==> config.mk <==
export PLATFORM = sky130hd
export DESIGN_NAME = serial_lane_status_flags
export DESIGN_NICKNAME = d
export VERILOG_FILES = /design/src/common/lane_status_pkg.sv /design/src/rtl/serial_lane_status_flags.sv /design/src/rtl/lane_err_counter.sv /design/src/rtl/lane_irq_bank.sv
export VERILOG_INCLUDE_DIRS = /design/src /design/src/common
export SDC_FILE = /design/constraint.sdc
export NUM_CORES = 1
export LEC_CHECK = 0
export BUFFER_PORTS_ARGS = -buffer_cell sky130_fd_sc_hd__buf_2
export CAP_MARGIN = 25
export CORE_UTILIZATION = 55
export CTS_CLUSTER_SIZE = 24
export DETAILED_ROUTE_END_ITERATION = 6
export PLACE_DENSITY_LB_ADDON = 0.05
export SETUP_SLACK_MARGIN = 0.05
export SLEW_MARGIN = 15
export SYNTH_ARGS = -nofsm -noshare
export SYNTH_HDL_FRONTEND = slang
export SYNTH_SLANG_ARGS = --single-unit
==> constraint.sdc <==
create_clock -name clk_i -period 4.35 [get_ports clk_i]
set_clock_uncertainty 0.15 [all_clocks]
set_input_delay 0.2175 -clock clk_i [delete_from_list [all_inputs] [get_ports clk_i]]
set_output_delay 0.2175 -clock clk_i [all_outputs]
set_load 0.03 [all_outputs]
==> src/common/lane_status_consts.svh <==
// offsets, field positions, reset values for the lane status register bank
// assumes an 8-bit register port with a 12-bit address
`ifndef LANE_STATUS_CONSTS_SVH
`define LANE_STATUS_CONSTS_SVH

// ==========================================================
// register offsets
`define LS_ADDR_LINK_PAGE      12'h300
`define LS_ADDR_INVALID_SYM    12'h46E
`define LS_ADDR_UNEXP_CTRL     12'h46F
`define LS_ADDR_CGS_LOCK       12'h470
`define LS_ADDR_THRESHOLD      12'h478
`define LS_ADDR_IRQ_STATUS     12'h479
`define LS_ADDR_IRQ_MASK       12'h47A
`define LS_ADDR_COUNT_CTRL     12'h47B

// ==========================================================
// field positions
`define LS_LINK_PAGE_BIT       0
`define LS_COUNT_CLEAR_BIT     0
`define LS_IRQ_INVALID_BIT     0
`define LS_IRQ_UNEXP_BIT       1
`define LS_IRQ_SYNC_LOST_BIT   2

// ==========================================================
// reset values
`define LS_RST_FLAGS           8'h00
`define LS_RST_THRESHOLD       8'hFF
`define LS_RST_LINK_PAGE       1'h0
`define LS_RST_IRQ_MASK        3'h0
`define LS_RST_COUNT           8'h00
`define LS_COUNT_MAX           8'hFF

`endif

==> src/common/lane_status_pkg.sv <==
// types shared by the lane status register bank
// assumes eight lanes per link and two links
package lane_status_pkg;

  // ==========================================================
  // per-link decoder reports, same clock as the bank
  typedef struct packed {
    logic [7:0] invalid_symbol;
    logic [7:0] unexpected_ctrl;
    logic [7:0] code_group_locked;
  } lane_rx_type;

  // ==========================================================
  // per-link threshold flags
  typedef struct packed {
    logic [7:0] invalid_symbol;
    logic [7:0] unexpected_ctrl;
  } lane_flags_type;

  typedef struct packed {
    logic [11:0] addr;
    logic [7:0] wdata;
    logic wr;
    logic rd;
  } reg_req_type;

endpackage

==> src/rtl/serial_lane_status_flags.sv <==
// read-only lane status flags of the serial receive port, paged per link
// assumes decoder reports arrive on clk_i, one bit per lane, per link
//
// Function
// - each lane flags when its invalid-symbol count reaches the threshold
// - register 0x46F holds one unexpected control-character flag per lane
// - flag reads 0 below threshold, 1 at or above it
// - link page field in register 0x300 selects the reported link
// - register 0x470 holds per-lane code group lock, 1 when locked
// - all lane flags read-only and zero after reset
//
// The implementer's own choice: strobed register access.
`timescale 1ns/10ps
`include "lane_status_consts.svh"

module serial_lane_status_flags (
  input wire logic clk_i,
  input wire logic rst_n_i,
  input wire logic [11:0] reg_addr_i,
  input wire logic [7:0] reg_wdata_i,
  input wire logic reg_wr_i,
  input wire logic reg_rd_i,
  input wire lane_status_pkg::lane_rx_type [1:0] lane_rx_i,
  output logic [7:0] reg_rdata_o,
  output logic irq_o
);

  // ==========================================================
  // helpers
  function automatic logic addr_hit(input logic [11:0] addr, input logic [11:0] offset);
    addr_hit = (addr == offset);
  endfunction

  function automatic logic any_rise(input logic [7:0] now, input logic [7:0] prev);
    any_rise = |(now & ~prev);
  endfunction

  // ==========================================================
  // request decode
  lane_status_pkg::reg_req_type req;
  logic wr_page;
  logic wr_thresh;
  logic wr_irq_status;
  logic wr_irq_mask;
  logic wr_count_ctrl;

  always_comb begin
    req.addr = reg_addr_i;
    req.wdata = reg_wdata_i;
    req.wr = reg_wr_i;
    req.rd = reg_rd_i;
    wr_page = req.wr && addr_hit(req.addr, `LS_ADDR_LINK_PAGE);
    wr_thresh = req.wr && addr_hit(req.addr, `LS_ADDR_THRESHOLD);
    wr_irq_status = req.wr && addr_hit(req.addr, `LS_ADDR_IRQ_STATUS);
    wr_irq_mask = req.wr && addr_hit(req.addr, `LS_ADDR_IRQ_MASK);
    wr_count_ctrl = req.wr && addr_hit(req.addr, `LS_ADDR_COUNT_CTRL);
  end

  // ==========================================================
  // control registers
  logic link_page_q;
  logic link_page_d;
  logic [7:0] error_count_threshold_q;
  logic [7:0] error_count_threshold_d;
  logic count_clear_q;
  logic count_clear_d;

  always_comb begin
    link_page_d = link_page_q;
    error_count_threshold_d = error_count_threshold_q;
    if (wr_page) begin
      link_page_d = req.wdata[`LS_LINK_PAGE_BIT];
    end
    if (wr_thresh) begin
      error_count_threshold_d = req.wdata;
    end
    count_clear_d = wr_count_ctrl && req.wdata[`LS_COUNT_CLEAR_BIT];
  end

  always_ff @(posedge clk_i) begin
    if (!rst_n_i) begin
      link_page_q <= `LS_RST_LINK_PAGE;
      error_count_threshold_q <= `LS_RST_THRESHOLD;
      count_clear_q <= 1'b0;
    end else begin
      link_page_q <= link_page_d;
      error_count_threshold_q <= error_count_threshold_d;
      count_clear_q <= count_clear_d;
    end
  end

  // ==========================================================
  // per-lane error counters
  lane_status_pkg::lane_flags_type [1:0] err_flags;

  for (genvar link = 0; link < 2; link++) begin : g_link
    for (genvar lane = 0; lane < 8; lane++) begin : g_lane
      lane_err_counter u_invalid (
        .clk_i(clk_i),
        .rst_n_i(rst_n_i),
        .err_i(lane_rx_i[link].invalid_symbol[lane]),
        .clr_i(count_clear_q),
        .thresh_i(error_count_threshold_q),
        .flag_o(err_flags[link].invalid_symbol[lane])
      );
      lane_err_counter u_unexp (
        .clk_i(clk_i),
        .rst_n_i(rst_n_i),
        .err_i(lane_rx_i[link].unexpected_ctrl[lane]),
        .clr_i(count_clear_q),
        .thresh_i(error_count_threshold_q),
        .flag_o(err_flags[link].unexpected_ctrl[lane])
      );
    end
  end

  // ==========================================================
  // code group lock capture
  logic [1:0][7:0] cgs_q;
  logic [1:0][7:0] cgs_d;

  always_comb begin
    for (int i = 0; i < 2; i++) begin
      cgs_d[i] = lane_rx_i[i].code_group_locked;
    end
  end

  always_ff @(posedge clk_i) begin
    if (!rst_n_i) begin
      cgs_q <= {2{`LS_RST_FLAGS}};
    end else begin
      cgs_q <= cgs_d;
    end
  end

  // ==========================================================
  // interrupt events
  lane_status_pkg::lane_flags_type [1:0] flags_prev_q;
  lane_status_pkg::lane_flags_type [1:0] flags_prev_d;
  logic [1:0][7:0] cgs_prev_q;
  logic [1:0][7:0] cgs_prev_d;
  logic [2:0] events;

  always_comb begin
    flags_prev_d = err_flags;
    cgs_prev_d = cgs_q;
    events = 3'h0;
    for (int i = 0; i < 2; i++) begin
      events[`LS_IRQ_INVALID_BIT] = events[`LS_IRQ_INVALID_BIT]
        | any_rise(err_flags[i].invalid_symbol, flags_prev_q[i].invalid_symbol);
      events[`LS_IRQ_UNEXP_BIT] = events[`LS_IRQ_UNEXP_BIT]
        | any_rise(err_flags[i].unexpected_ctrl, flags_prev_q[i].unexpected_ctrl);
      events[`LS_IRQ_SYNC_LOST_BIT] = events[`LS_IRQ_SYNC_LOST_BIT]
        | any_rise(cgs_prev_q[i], cgs_q[i]);
    end
  end

  always_ff @(posedge clk_i) begin
    if (!rst_n_i) begin
      flags_prev_q <= '0;
      cgs_prev_q <= '0;
    end else begin
      flags_prev_q <= flags_prev_d;
      cgs_prev_q <= cgs_prev_d;
    end
  end

  logic [2:0] irq_status;
  logic [2:0] irq_mask;
  logic irq_line;

  lane_irq_bank u_irq (
    .clk_i(clk_i),
    .rst_n_i(rst_n_i),
    .event_i(events),
    .clr_wr_i(wr_irq_status),
    .mask_wr_i(wr_irq_mask),
    .wdata_i(req.wdata[2:0]),
    .status_o(irq_status),
    .mask_o(irq_mask),
    .irq_o(irq_line)
  );

  // ==========================================================
  // read path, data one cycle after the strobe
  lane_status_pkg::lane_flags_type page_flags;
  logic [7:0] page_cgs;
  logic [7:0] rdata_q;
  logic [7:0] rdata_d;

  always_comb begin
    // link page picks the reported link
    page_flags = err_flags[link_page_q];
    page_cgs = cgs_q[link_page_q];
    rdata_d = 8'h00;
    if (req.rd) begin
      case (req.addr)
        `LS_ADDR_LINK_PAGE: begin
          rdata_d = {7'h00, link_page_q};
        end
        // lane 0 invalid symbol flag in bit 0
        `LS_ADDR_INVALID_SYM: begin
          rdata_d = page_flags.invalid_symbol;
        end
        `LS_ADDR_UNEXP_CTRL: begin
          rdata_d = page_flags.unexpected_ctrl;
        end
        // lock flags, bit n is lane n
        `LS_ADDR_CGS_LOCK: begin
          rdata_d = page_cgs;
        end
        `LS_ADDR_THRESHOLD: begin
          rdata_d = error_count_threshold_q;
        end
        `LS_ADDR_IRQ_STATUS: begin
          rdata_d = {5'h00, irq_status};
        end
        `LS_ADDR_IRQ_MASK: begin
          rdata_d = {5'h00, irq_mask};
        end
        default: begin
          rdata_d = 8'h00;
        end
      endcase
    end
  end

  always_ff @(posedge clk_i) begin
    if (!rst_n_i) begin
      rdata_q <= 8'h00;
    end else begin
      rdata_q <= rdata_d;
    end
  end

  assign reg_rdata_o = rdata_q;
  assign irq_o = irq_line;

endmodule // serial_lane_status_flags

==> src/rtl/lane_err_counter.sv <==
// saturating error counter with threshold flag for one lane and error type
// assumes err_i and thresh_i come from logic on clk_i
`timescale 1ns/10ps
`include "lane_status_consts.svh"

module lane_err_counter (
  input wire logic clk_i,
  input wire logic rst_n_i,
  input wire logic err_i,
  input wire logic clr_i,
  input wire logic [7:0] thresh_i,
  output logic flag_o
);

  logic [7:0] count_q;
  logic [7:0] count_d;
  logic flag_q;
  logic flag_d;

  always_comb begin
    count_d = count_q;
    if (clr_i) begin
      count_d = `LS_RST_COUNT;
    end else if (err_i && (count_q != `LS_COUNT_MAX)) begin
      count_d = count_q + 8'h01;
    end
    flag_d = (count_q >= thresh_i);
  end

  always_ff @(posedge clk_i) begin
    if (!rst_n_i) begin
      count_q <= `LS_RST_COUNT;
      flag_q <= 1'b0;
    end else begin
      count_q <= count_d;
      flag_q <= flag_d;
    end
  end

  assign flag_o = flag_q;

endmodule // lane_err_counter

==> src/rtl/lane_irq_bank.sv <==
// sticky event status, write-one-to-clear, mask and level interrupt
// assumes events are one-cycle pulses on clk_i
`timescale 1ns/10ps
`include "lane_status_consts.svh"

module lane_irq_bank (
  input wire logic clk_i,
  input wire logic rst_n_i,
  input wire logic [2:0] event_i,
  input wire logic clr_wr_i,
  input wire logic mask_wr_i,
  input wire logic [2:0] wdata_i,
  output logic [2:0] status_o,
  output logic [2:0] mask_o,
  output logic irq_o
);

  logic [2:0] status_q;
  logic [2:0] status_d;
  logic [2:0] mask_q;
  logic [2:0] mask_d;
  logic irq_q;
  logic irq_d;

  always_comb begin
    status_d = status_q;
    if (clr_wr_i) begin
      status_d = status_q & ~wdata_i;
    end
    // set beats a clear in the same cycle
    status_d = status_d | event_i;
    mask_d = mask_wr_i ? wdata_i : mask_q;
    irq_d = |(status_d & mask_d);
  end

  always_ff @(posedge clk_i) begin
    if (!rst_n_i) begin
      status_q <= 3'h0;
      mask_q <= `LS_RST_IRQ_MASK;
      irq_q <= 1'b0;
    end else begin
      status_q <= status_d;
      mask_q <= mask_d;
      irq_q <= irq_d;
    end
  end

  assign status_o = status_q;
  assign mask_o = mask_q;
  assign irq_o = irq_q;

endmodule // lane_irq_bank

# Word level (Yosys, flattened, before mapping)
# Index checks and enable logic that the tools add are counted.
[op_classes]
add_sub_neg = 32
n_lt_le_gt_ge = 33
eq_ne = 40
n_mux = 7
bitwise_logic = 20
reduce_logical = 47
[ops]
columns = ["operator", "count"]
rows = [
  ["adder 8 x 1 -> 8 bit, second input constant", 32],
  [">= comparator 8 bit", 32],
  ["!= test 8 bit, second input constant", 32],
  ["== test 12 x 11 -> 1 bit, second input constant", 7],
  ["case mux 8 bit (7 select lines)", 1],
  ["AND 8 bit", 6],
  ["NOT 8 bit", 6],
  ["OR reduction 8 bit", 6],
  ["logical AND 1 bit", 38],
  ["two-way mux 16 bit", 2],
  ["two-way mux 8 bit", 2],
  ["== test 12 x 10 -> 1 bit, second input constant", 1],
  ["AND 3 bit", 2],
  ["two-way mux 3 bit", 2],
  ["NOT 3 bit", 1],
  ["bitwise OR 1 bit", 3],
  ["bitwise OR 3 bit", 1],
  ["OR reduction 3 bit", 1],
  ["< comparator 1 x 2 -> 1 bit, second input constant", 1],
  ["AND reduction 2 bit", 1],
  ["OR reduction 2 bit", 1],
  ["NOT 1 bit", 1],
]
[word_totals]
reg_bits = 377
in_bits = 72
out_inout_bits = 9
wordCells = 258

# Depth between registers and ports, before layout
# Gate-level depths: netlist of the first run.
[logic_depth]
depth_word = 7
mapped_depth = 8
ltp_nobuf = 8

# Cells and area by module
# A second synthesis of the first run with hierarchy kept.
[hier_totals]
cells_unflattened = 2706
hier_area_um2 = 22716.8
[by_module_without_submodules]
columns = ["module", "n_inst", "cells_each", "area_per_inst_um2", "seq_area_each_um2"]
rows = [
  ["lane_err_counter", 32, 73, 598.1, 180.2],
  ["serial_lane_status_flags", 1, 345, 3321.9, 1641.6],
  ["lane_irq_bank", 1, 25, 256.5, 140.1],
]

# Worst setup path before layout of the first run
# OpenSTA, ideal clock, no wires.
[synth_timing]
path_kind = "reg2reg"
from = "reg error_count_threshold_q[0]"
to = "reg g_link[0].g_lane[0].u_invalid.flag_q"
setup_time_ns = 0.123
t_arrival_ns = 1.995
t_required_ns = 4.077
slack_ns = 2.082
stages_incl_launch_ff = 8
n_path_buf = 0
period_less_slack_ns = 2.268
path_cell_list = "dfxtp_1 ha_1 nand2b_1 a21o_1 a21oi_1 nor2b_1 o2111ai_1 a21oi_1"
[synth_between]
elab_chain_cells = 1
[synth_rtl]
columns = ["item", "line", "rtl"]
rows = [
  ["start, declared", "serial_lane_status_flags.sv:63", "logic [7:0] error_count_threshold_q;"],
  ["start signal, assigned", "serial_lane_status_flags.sv:83", "error_count_threshold_q <= `LS_RST_THRESHOLD;"],
  ["start signal, assigned", "serial_lane_status_flags.sv:87", "error_count_threshold_q <= error_count_threshold_d;"],
  [">= comparator 8 bit", "lane_err_counter.sv:27", "flag_d = (count_q >= thresh_i);"],
  ["end signal, assigned", "lane_err_counter.sv:36", "flag_q <= flag_d;"],
  ["end, declared", "lane_err_counter.sv:17", "logic flag_q;"],
]
# No other way between the ends.
# A chain may end at the register's enable or synchronous reset.

# Worst setup path after layout of the first run
[layout_timing]
from = "reg error_count_threshold_q[6]"
to = "reg g_link[1].g_lane[4].u_invalid.flag_q"
[layout_between]
elab_chain_cells = 1
[layout_rtl]
columns = ["item", "line"]
rows = [
  [">= comparator 8 bit", "lane_err_counter.sv:27"],
  ["end signal, assigned", "lane_err_counter.sv:36"],
  ["end, declared", "lane_err_counter.sv:17"],
]
# No other way between the ends.

==> results summary, run 1 <==
The overall fraction of global-route tracks in use is 24.9%. The number of buffers added by the clock tree synthesis step is between 40 and 50. The horizontal die dimension is 195 um. The final count of pins violating max slew came out at 0. The data required time at the worst endpoint came out at 4.62 ns. For this run, design rule violations remaining after detail routing come to 0.

The worst setup path is launched from a register. The fraction of synthesized area in multiplexers is 2.48%. The post-placement cell count came out at 2,731. The fraction of final layout cells sized beyond drive strength 1 is roughly 7.8%. In this run, synthesis produced a sequential element count of 377.

The register area is 7550 um^2. By area, the combinational part of the netlist is dominated by simple AND/OR/NAND/NOR gates. The clock transition at the registers of the reported paths is around 0.060 ns. The TritonCTS clock tree is built. Counting the fill cells in the layout gives 3,113. The count of flip-flops with a built-in enable after synthesis is 0.

The total area inside the core boundary comes to about 37,000 um^2. The number of antenna violations at the first check in global routing is 1. The via count of the first global-routing pass is 15,632. The minimum setup slack among reg-to-reg paths is about 1.7 ns. The standard cell with the maximum stage delay on the critical path is sky130_fd_sc_hd__clkinv_1. The die covers ~38,000 um^2.

The critical path in this run is classified as reg -> reg. The area growth from synthesis to layout came out at 13.7%. Measured against its own limit, the worst slew margin works out to 29.8%.

The share of synthesized area occupied by flip-flops and latches is 36.8%. The clock sink count came out at approximately 380. The adder-cell area share of the yosys netlist came out at 17.6%. The HPWL after detailed placement came out at about 31,000 um. The first-iteration detailed-routing DRC count is 691. The die is 195 um tall.

The synthesized netlist devotes under 10% of its cell area to XOR and XNOR gates. Before antenna repair, the detailed router went through 5 iterations. The top achievable clock speed is 371 MHz. The net count after synthesis is 2,590. After detailed routing, the number of vias per cell comes to 5.57. Adding up every negative setup slack in the final design gives 0 ns. For this configuration, the core starts out at a cell density of 56.0%. The highest fanout seen on the critical path is 19. The total I/O pin count came out at 81. The final route contains 15,920 vias. The final cell count without fillers is 2,857.

Setup repair after global routing left no endpoint under its margin. The library cell used most frequently in the layout, excluding fill and tap cells, is sky130_fd_sc_hd__dfxtp_1. The number of levels the H-tree was split into is 2. The placement row count came out at 70. The critical path endpoint category is a register. Buffers placed on the I/O ports in this run total 80. A synthesized cell averages 9.20 um^2. The peak per-stage delay on the critical path is 0.81 ns. The largest net degree at the start of global routing came out at 156. The sum of overflow across all layers after global routing is 0. The later pin in the worst-skew pair is clocked with a latency of 0.56 ns.

The number of hold violations in the final report came to 0. The slew at the pin closest to its max-slew limit is 1.05 ns. The wire length after detailed routing is 46,800 um.

The compound-cell area share of the yosys netlist came out at 12.8%. Counting every instance in the synthesized netlist gives 2,230. STA puts the critical path data arrival time at 2.97 ns. The routed design could run at a clock period as short as 2.70 ns. The root buffer cell chosen for the clock tree is sky130_fd_sc_hd__clkbuf_16. After Yosys synthesis, and, or, nand and nor cells account for 19.3% of the synthesized area.

Traced cell by cell, the critical path runs through clkinv_1 > buf_4 > ha_1 > a211oi_1 > a21oi_1. In this run the static leakage power is between 10 and 15 nW. The library cells used most frequently in the layout, excluding fill and tap cells, are sky130_fd_sc_hd__dfxtp_1, sky130_fd_sc_hd__ha_1, sky130_fd_sc_hd__nor2_1.

The total standard cell area after synthesis came out at 20,500 um^2. The overall power came out at 7.66 mW. The first global-routing pass estimated 77,900 um of wire.

The worst hold path belongs to the class in -> reg. The number of routed nets with antenna violations came out at 0. Synthesis instantiated 56 different standard cells from the library. The power density over cell area is 328 nW/um^2. The share of synthesized flip-flops with an asynchronous set or reset is 0%. In the final routed layout, each cell accounts on average for 16.4 um. The multi-input logic area came out at 12,400 um^2. VDD sags by at most about 230 uV. The most used flip-flop cell after synthesis is sky130_fd_sc_hd__dfxtp_1. The run finished with clean final reports. The final number of setup-violating endpoints came out at 0.

The number of synthesis warnings is 0. The clock passes through at most 3 buffers. The total of max-cap violations came out at 0. The net count of the finished layout is 2,718.

The post-route clock period utilization came out at 62.0%. The congestion estimate from routability-driven global placement came to 0.830.
==> critical path: cells and delay by family (launching register included) <==
kind / cells / cell delay (ns)
AO/OA/AOI/OAI: 2 / 0.37
buffers and inverters: 2 / 1.34
flip-flops: 1 / 0.34
adder cells (fa/ha/maj): 1 / 0.35
==> worst paths after layout <==
path	endpoint	cells past startpoint	start
max reg2reg	g_link[1].g_lane[4].u_invalid.flag_o	5	error_count_threshold_q[6]
min reg2reg	reg_rdata_o[5]	2	error_count_threshold_q[5]
min	g_link[0].g_lane[3].u_invalid.count_q[0]	4	lane_rx_i[19]
max	g_link[1].g_lane[4].u_invalid.flag_o	5	error_count_threshold_q[6]
==> Yosys cell counts (all sizes together) (64+ instances only) <==
cell   instances  area [um^2]
ha           288         3600
dfxtp        377         7550
xnor2         70          613
nand2        114          430
nand3         92          460
xor2         121         1060
and2          64          400
a21oi        112          561
o21ai         79          395
inv           90          338
nand4         69          432
nor2         254          958
a21o          64          480
==> layout make-up <==
class	instances	area share [%]
multi-input cells	1705	53.1
clock buffers	66	5.54
diodes	1	0.0107
well taps	468	2.51
repair buffers	142	4.61
flip-flops and latches	377	32.4
clock inverters	8	0.402
inverters	90	1.45
==> per-stage QoR <==
| step | util, % | hold slack (ns) | worst slack (ns) | instance area [um^2] |
|---|---|---|---|---|
| 6_report | 63.7 | 0.0248 | 1.65 | 23300 |
| 3_5_place_dp | 58.5 | 0.277 | 1.73 | 21400 |
| 3_3_place_gp | 58.4 | 0.275 | 1.78 | 21400 |
| 2_1_floorplan | - | 0.195 | 2.08 | 20500 |
| 5_1_grt | 63.7 | 0.0339 | 1.58 | 23300 |
| 4_1_cts | 63.6 | 0.00102 | 1.63 | 23300 |
==> routing by layer <==
| metal | GRT usage (%) | vias up | share of wire [%] |
|---|---|---|---|
| met5 | 0 | - | 0 |
| met4 | 6.62 | 0 | 1.5 |
| met3 | 3.40 | 47 | 3.3 |
| met2 | 42.2 | 229 | 46 |
| met1 | 33.2 | 7441 | 49 |
| li1 | - | 8203 | - |
==> power by group <==
| group | switching, mW | total (mW) | leakage [nW] | internal (mW) |
|---|---|---|---|---|
| Sequential | 0.0887 | 3.62 | 3.06 | 3.53 |
| Clock | 1.41 | 3.56 | 0.688 | 2.15 |
| Combinational | 0.249 | 0.477 | 6.93 | 0.228 |
| Total | 1.75 | 7.66 | 10.7 | 5.91 |
==> cells by family (layout without fill, tap and decap cells) <==
| group | after synthesis | in the layout |
|---|---|---|
| simple gates | 782 | 782 |
| buf+inv | 148 | 306 |
| other cells | 0 | 1 |
| fa+ha+maj | 288 | 288 |
| compound gates | 396 | 396 |
| flops | 377 | 377 |
| xor+xnor | 191 | 191 |
| mux | 48 | 48 |
==> registers in the layout, indices dropped and copies added, names as in the netlist <==
| signal | cells |
|---|---|
| u_irq.status_o | 3 |
| reg_rdata_o | 8 |
| cgs_prev_q | 16 |
| g_link.g_lane.u_invalid.flag_o | 16 |
| u_irq.mask_o | 3 |
| u_irq.irq_o | 1 |
| error_count_threshold_q | 8 |
| cgs_prev_d | 16 |
| g_link.g_lane.u_unexp.flag_o | 16 |
| g_link.g_lane.u_unexp.count_q | 128 |
| link_page_q | 1 |
| count_clear_q | 1 |
| g_link.g_lane.u_invalid.count_q | 128 |
| flags_prev_q | 32 |
==> what timing repair did <==
action,in CTS,in global routing
endpoints found under the hold margin,92,0
setup buffers,0,0
gates resized for setup,0,0
hold buffers,50,0
No activity file was read; power rests on OpenSTA's default activity.
==> run 2: changes to the inputs <==
clock period = 2.5 ns   (was 4.35 ns; I/O delays follow)
==> run 2 against run 1 <==
- combinational power rose by 83%
- worst setup slack got worse by 1.6 ns
- via count rose by 2.2%
- cell count rose by 1.8%
- core utilization rose by 1.2 points
- highest routed layer unchanged
==> results summary, run 2 (synthesis gave the netlist of run 1 again) <==
Outcome: finished clean (unchanged). The highest fanout seen on the critical path is 13 (was 19). The final estimated routing congestion in global placement is 0.842 (was 0.830). The die boundary height came out at 195 um (unchanged). The placement row count came out at 70 (unchanged).

The maximum clock path buffer count is 3 (unchanged). The via count of the first global-routing pass is 15,764 (was 15,632). The static leakage power came out at 10.9 nW (was 10.7 nW). The number of buffers added by the clock tree synthesis step came to 43 (was 42).

The area inside the core boundary is 36,600 um^2 (unchanged). The wire length after detailed routing is 47,400 um (was 46,800 um). The arrival time at the worst endpoint is 2.73 ns (was 2.97 ns). The post-route clock period utilization came out at 97.2%. The number of search-and-repair iterations in the first detailed-routing pass is 5 (unchanged). The clock transition at the registers of the reported paths came out at 0.06 ns (about the same). RSZ-0062 raised after global routing: yes (was no). The slew at the pin closest to its max-slew limit came to 0.625 ns (was 1.05 ns). Most frequent cells in the layout: sky130_fd_sc_hd__dfxtp_1, sky130_fd_sc_hd__ha_1, sky130_fd_sc_hd__nor2_1 (unchanged). The peak per-stage delay on the critical path came out at 0.67 ns (was 0.81 ns). The cell count of the worst reg-to-reg path came out at 4 (was 5).

The initial cell density of the core is 56.0% (unchanged). The headroom to the max-slew limit is 57.3% (was 29.8%). The data required time at the worst endpoint is 2.80 ns (was 4.62 ns). The wire length per cell came out at 16.3 um (was 16.4 um). The category of the worst setup path launch point was a primary input (was register). The multi-input logic area was 12,400 um^2 (about the same). The number of routed nets with antenna violations came out at 0 (unchanged).

The area growth from synthesis to layout was 15.8% (was 13.7%). The worst vdd rail ir drop is 428 uV (was 232 uV). The insertion delay to the later sink of the worst-skew pair came out at 0.57 ns (was 0.56 ns). The post-layout net count is 2,768 (was 2,718). The number of hold violations in the final report is 0 (unchanged). The number of levels the H-tree was split into is 2 (unchanged).

Registers with the most flip-flops: g_link.g_lane.u_invalid.count_q x128, g_link.g_lane.u_unexp.count_q x128, flags_prev_q x32 (unchanged). The depth of the worst hold-timing path came out at 4 (unchanged). The first-iteration detailed-routing DRC count is 635 (was 691).

The die outline area is 38,100 um^2 (unchanged). The number of I/O port buffers came to 80 (unchanged). The setup total negative slack came out at 0 ns (unchanged).

The fraction of final layout cells sized beyond drive strength 1 is 8.45% (was 7.83%). The number of DRC violations after detailed routing is 0 (unchanged). The final count of pins violating max slew is 0 (unchanged). The cell with the most instances on the worst path is sky130_fd_sc_hd__dlygate4sd3_1. The overall power came out at 13.3 mW (was 7.66 mW).

The source of the worst hold timing path is rst_n_i (was lane_rx_i[19]). The top cell family by delay on the critical path is buffers and inverters (unchanged). The final-layout fill cell count is 3,035 (was 3,113). Cells traversed along the worst timing path: buf_2 > dlygate4sd3_1 > nor2_4 > o311ai_2 > dlygate4sd3_1 > a21oi_1 > dlygate4sd3_1 (was clkinv_1 > buf_4 > ha_1 > a211oi_1 > a21oi_1). The total of max-cap violations is 0 (unchanged). The final cell count without fillers is 2,909 (was 2,857). For the finished layout, the period the worst path requires is 2.43 ns.

The cell chosen for the clock root is sky130_fd_sc_hd__clkbuf_16 (unchanged). The minimum setup slack among reg-to-reg paths is 0.18 ns (was 1.65 ns). The start of the worst register-to-register path was link_page_q (was error_count_threshold_q[6]). The buffering stage count on the worst path with inverters included came to 4 (was 2). The final number of setup-violating endpoints is 0 (unchanged). The TritonCTS clock tree is built (unchanged). The final worst hold slack is 0.00517 ns (was 0.0248 ns). The total I/O pin count came out at 81 (unchanged). The horizontal die dimension is 195 um (unchanged).

The sum of overflow across all layers after global routing is 0 (unchanged). The classification of the worst-slack hold path is in -> reg (unchanged). The overall fraction of global-route tracks in use was 25.2% (was 24.9%). The end of the worst register-to-register path is reg_rdata_o[2] (was g_link[1].g_lane[4].u_invalid.flag_o). The number of antenna violations at the first check in global routing came out at 2 (was 1). The clock sink count is 377 (unchanged). The power density over cell area is 558 nW/um^2 (was 328 nW/um^2).

The critical path endpoint category is a register (unchanged). The standard cell with the maximum stage delay on the critical path was sky130_fd_sc_hd__dlygate4sd3_1 (was sky130_fd_sc_hd__clkinv_1). Derived from the worst setup path, the maximum achievable clock frequency is slightly above 400 MHz. The register area is 7550 um^2 (unchanged). The endpoint of the worst hold path is g_link[0].g_lane[3].u_invalid.flag_o (was g_link[0].g_lane[3].u_invalid.count_q[0]). The critical path class is in -> reg (was reg -> reg).

The wire length of the first global-routing pass is 78,500 um (was 77,900 um). The largest net degree at the start of global routing came out at 117 (was 156). The post-placement cell count is 2,754 (was 2,731). The via count normalized by instance count came out at 5.59 (was 5.57). The total via count after detailed routing came out at 16,269 (was 15,920).

The HPWL after detailed placement came to 31,400 um (was 31,000 um). The most common cell after layout, fill and taps aside is sky130_fd_sc_hd__dfxtp_1 (unchanged).
run 2: layout make-up:
| type | instances | share of cell area (%) |
|---|---|---|
| repair buffers | 191 | 6.49 |
| flip-flops and latches | 377 | 31.8 |
| inverters | 90 | 1.42 |
| well taps | 468 | 2.46 |
| clock buffers | 68 | 5.30 |
| clock inverters | 8 | 0.332 |
| multi-input cells | 1705 | 52.2 |
| diodes | 2 | 0.0211 |
run 2: through the flow:
step | worst slack [ns] | instance area, um^2 | util (%)
final | 0.0711 | 23800 | 64.9
after floorplan | 0.232 | 20500 | -
after detailed placement | 0.494 | 21600 | 59.1
after CTS | 0.107 | 23700 | 64.8
after global routing | 0.0194 | 23800 | 64.9
after global placement | 0.539 | 21600 | 59.1
run 2: metal layers:
metal	track usage, %	vias to the layer above	wire length (um)
met4	7.29	0	1140
met1	33.7	7631	22800
met2	41.7	242	21600
met3	4.06	80	1890
li1	-	8316	-
met5	0	-	0
run 2: worst reg2reg max path: stages, from the launching register on:
cell and delay (ns):
sky130_fd_sc_hd__dfxtp_1 0.65, sky130_fd_sc_hd__mux4_2 0.59, sky130_fd_sc_hd__a32oi_1 0.16, sky130_fd_sc_hd__a21oi_1 0.09
sky130_fd_sc_hd__dlygate4sd3_1 0.56
run 2: how the worst max path moves through the flow:
| stage | startpoint | to | slack (ns) | cells past startpoint |
|---|---|---|---|---|
| floorplan | error_count_threshold_q[0] | g_link[0].g_lane[0].u_invalid.flag_o | 0.23 | 7 |
| global placement | reg_addr_i[1] | reg_rdata_o[3] | 0.54 | 7 |
| detailed placement | reg_addr_i[1] | reg_rdata_o[4] | 0.49 | 7 |
| CTS | reg_addr_i[1] | reg_rdata_o[2] | 0.11 | 7 |
| global route | reg_addr_i[1] | reg_rdata_o[2] | 0.02 | 7 |
| finish | reg_addr_i[1] | reg_rdata_o[2] | 0.07 | 7 |
run 2: power by group:
part           leakage [nW]  internal [mW]  total (mW)  switching [mW]
logic                  7.15          0.431       0.871           0.440
registers              3.06           6.15        6.30           0.151
clock network         0.653           3.55        6.08            2.53
run 2: repair_timing:
item	4_1_cts	5_1_grt
endpoints found under the setup margin	0	1
setup buffers	0	0
hold endpoints to repair	207	0
hold buffers	77	0
resized for setup	0	3
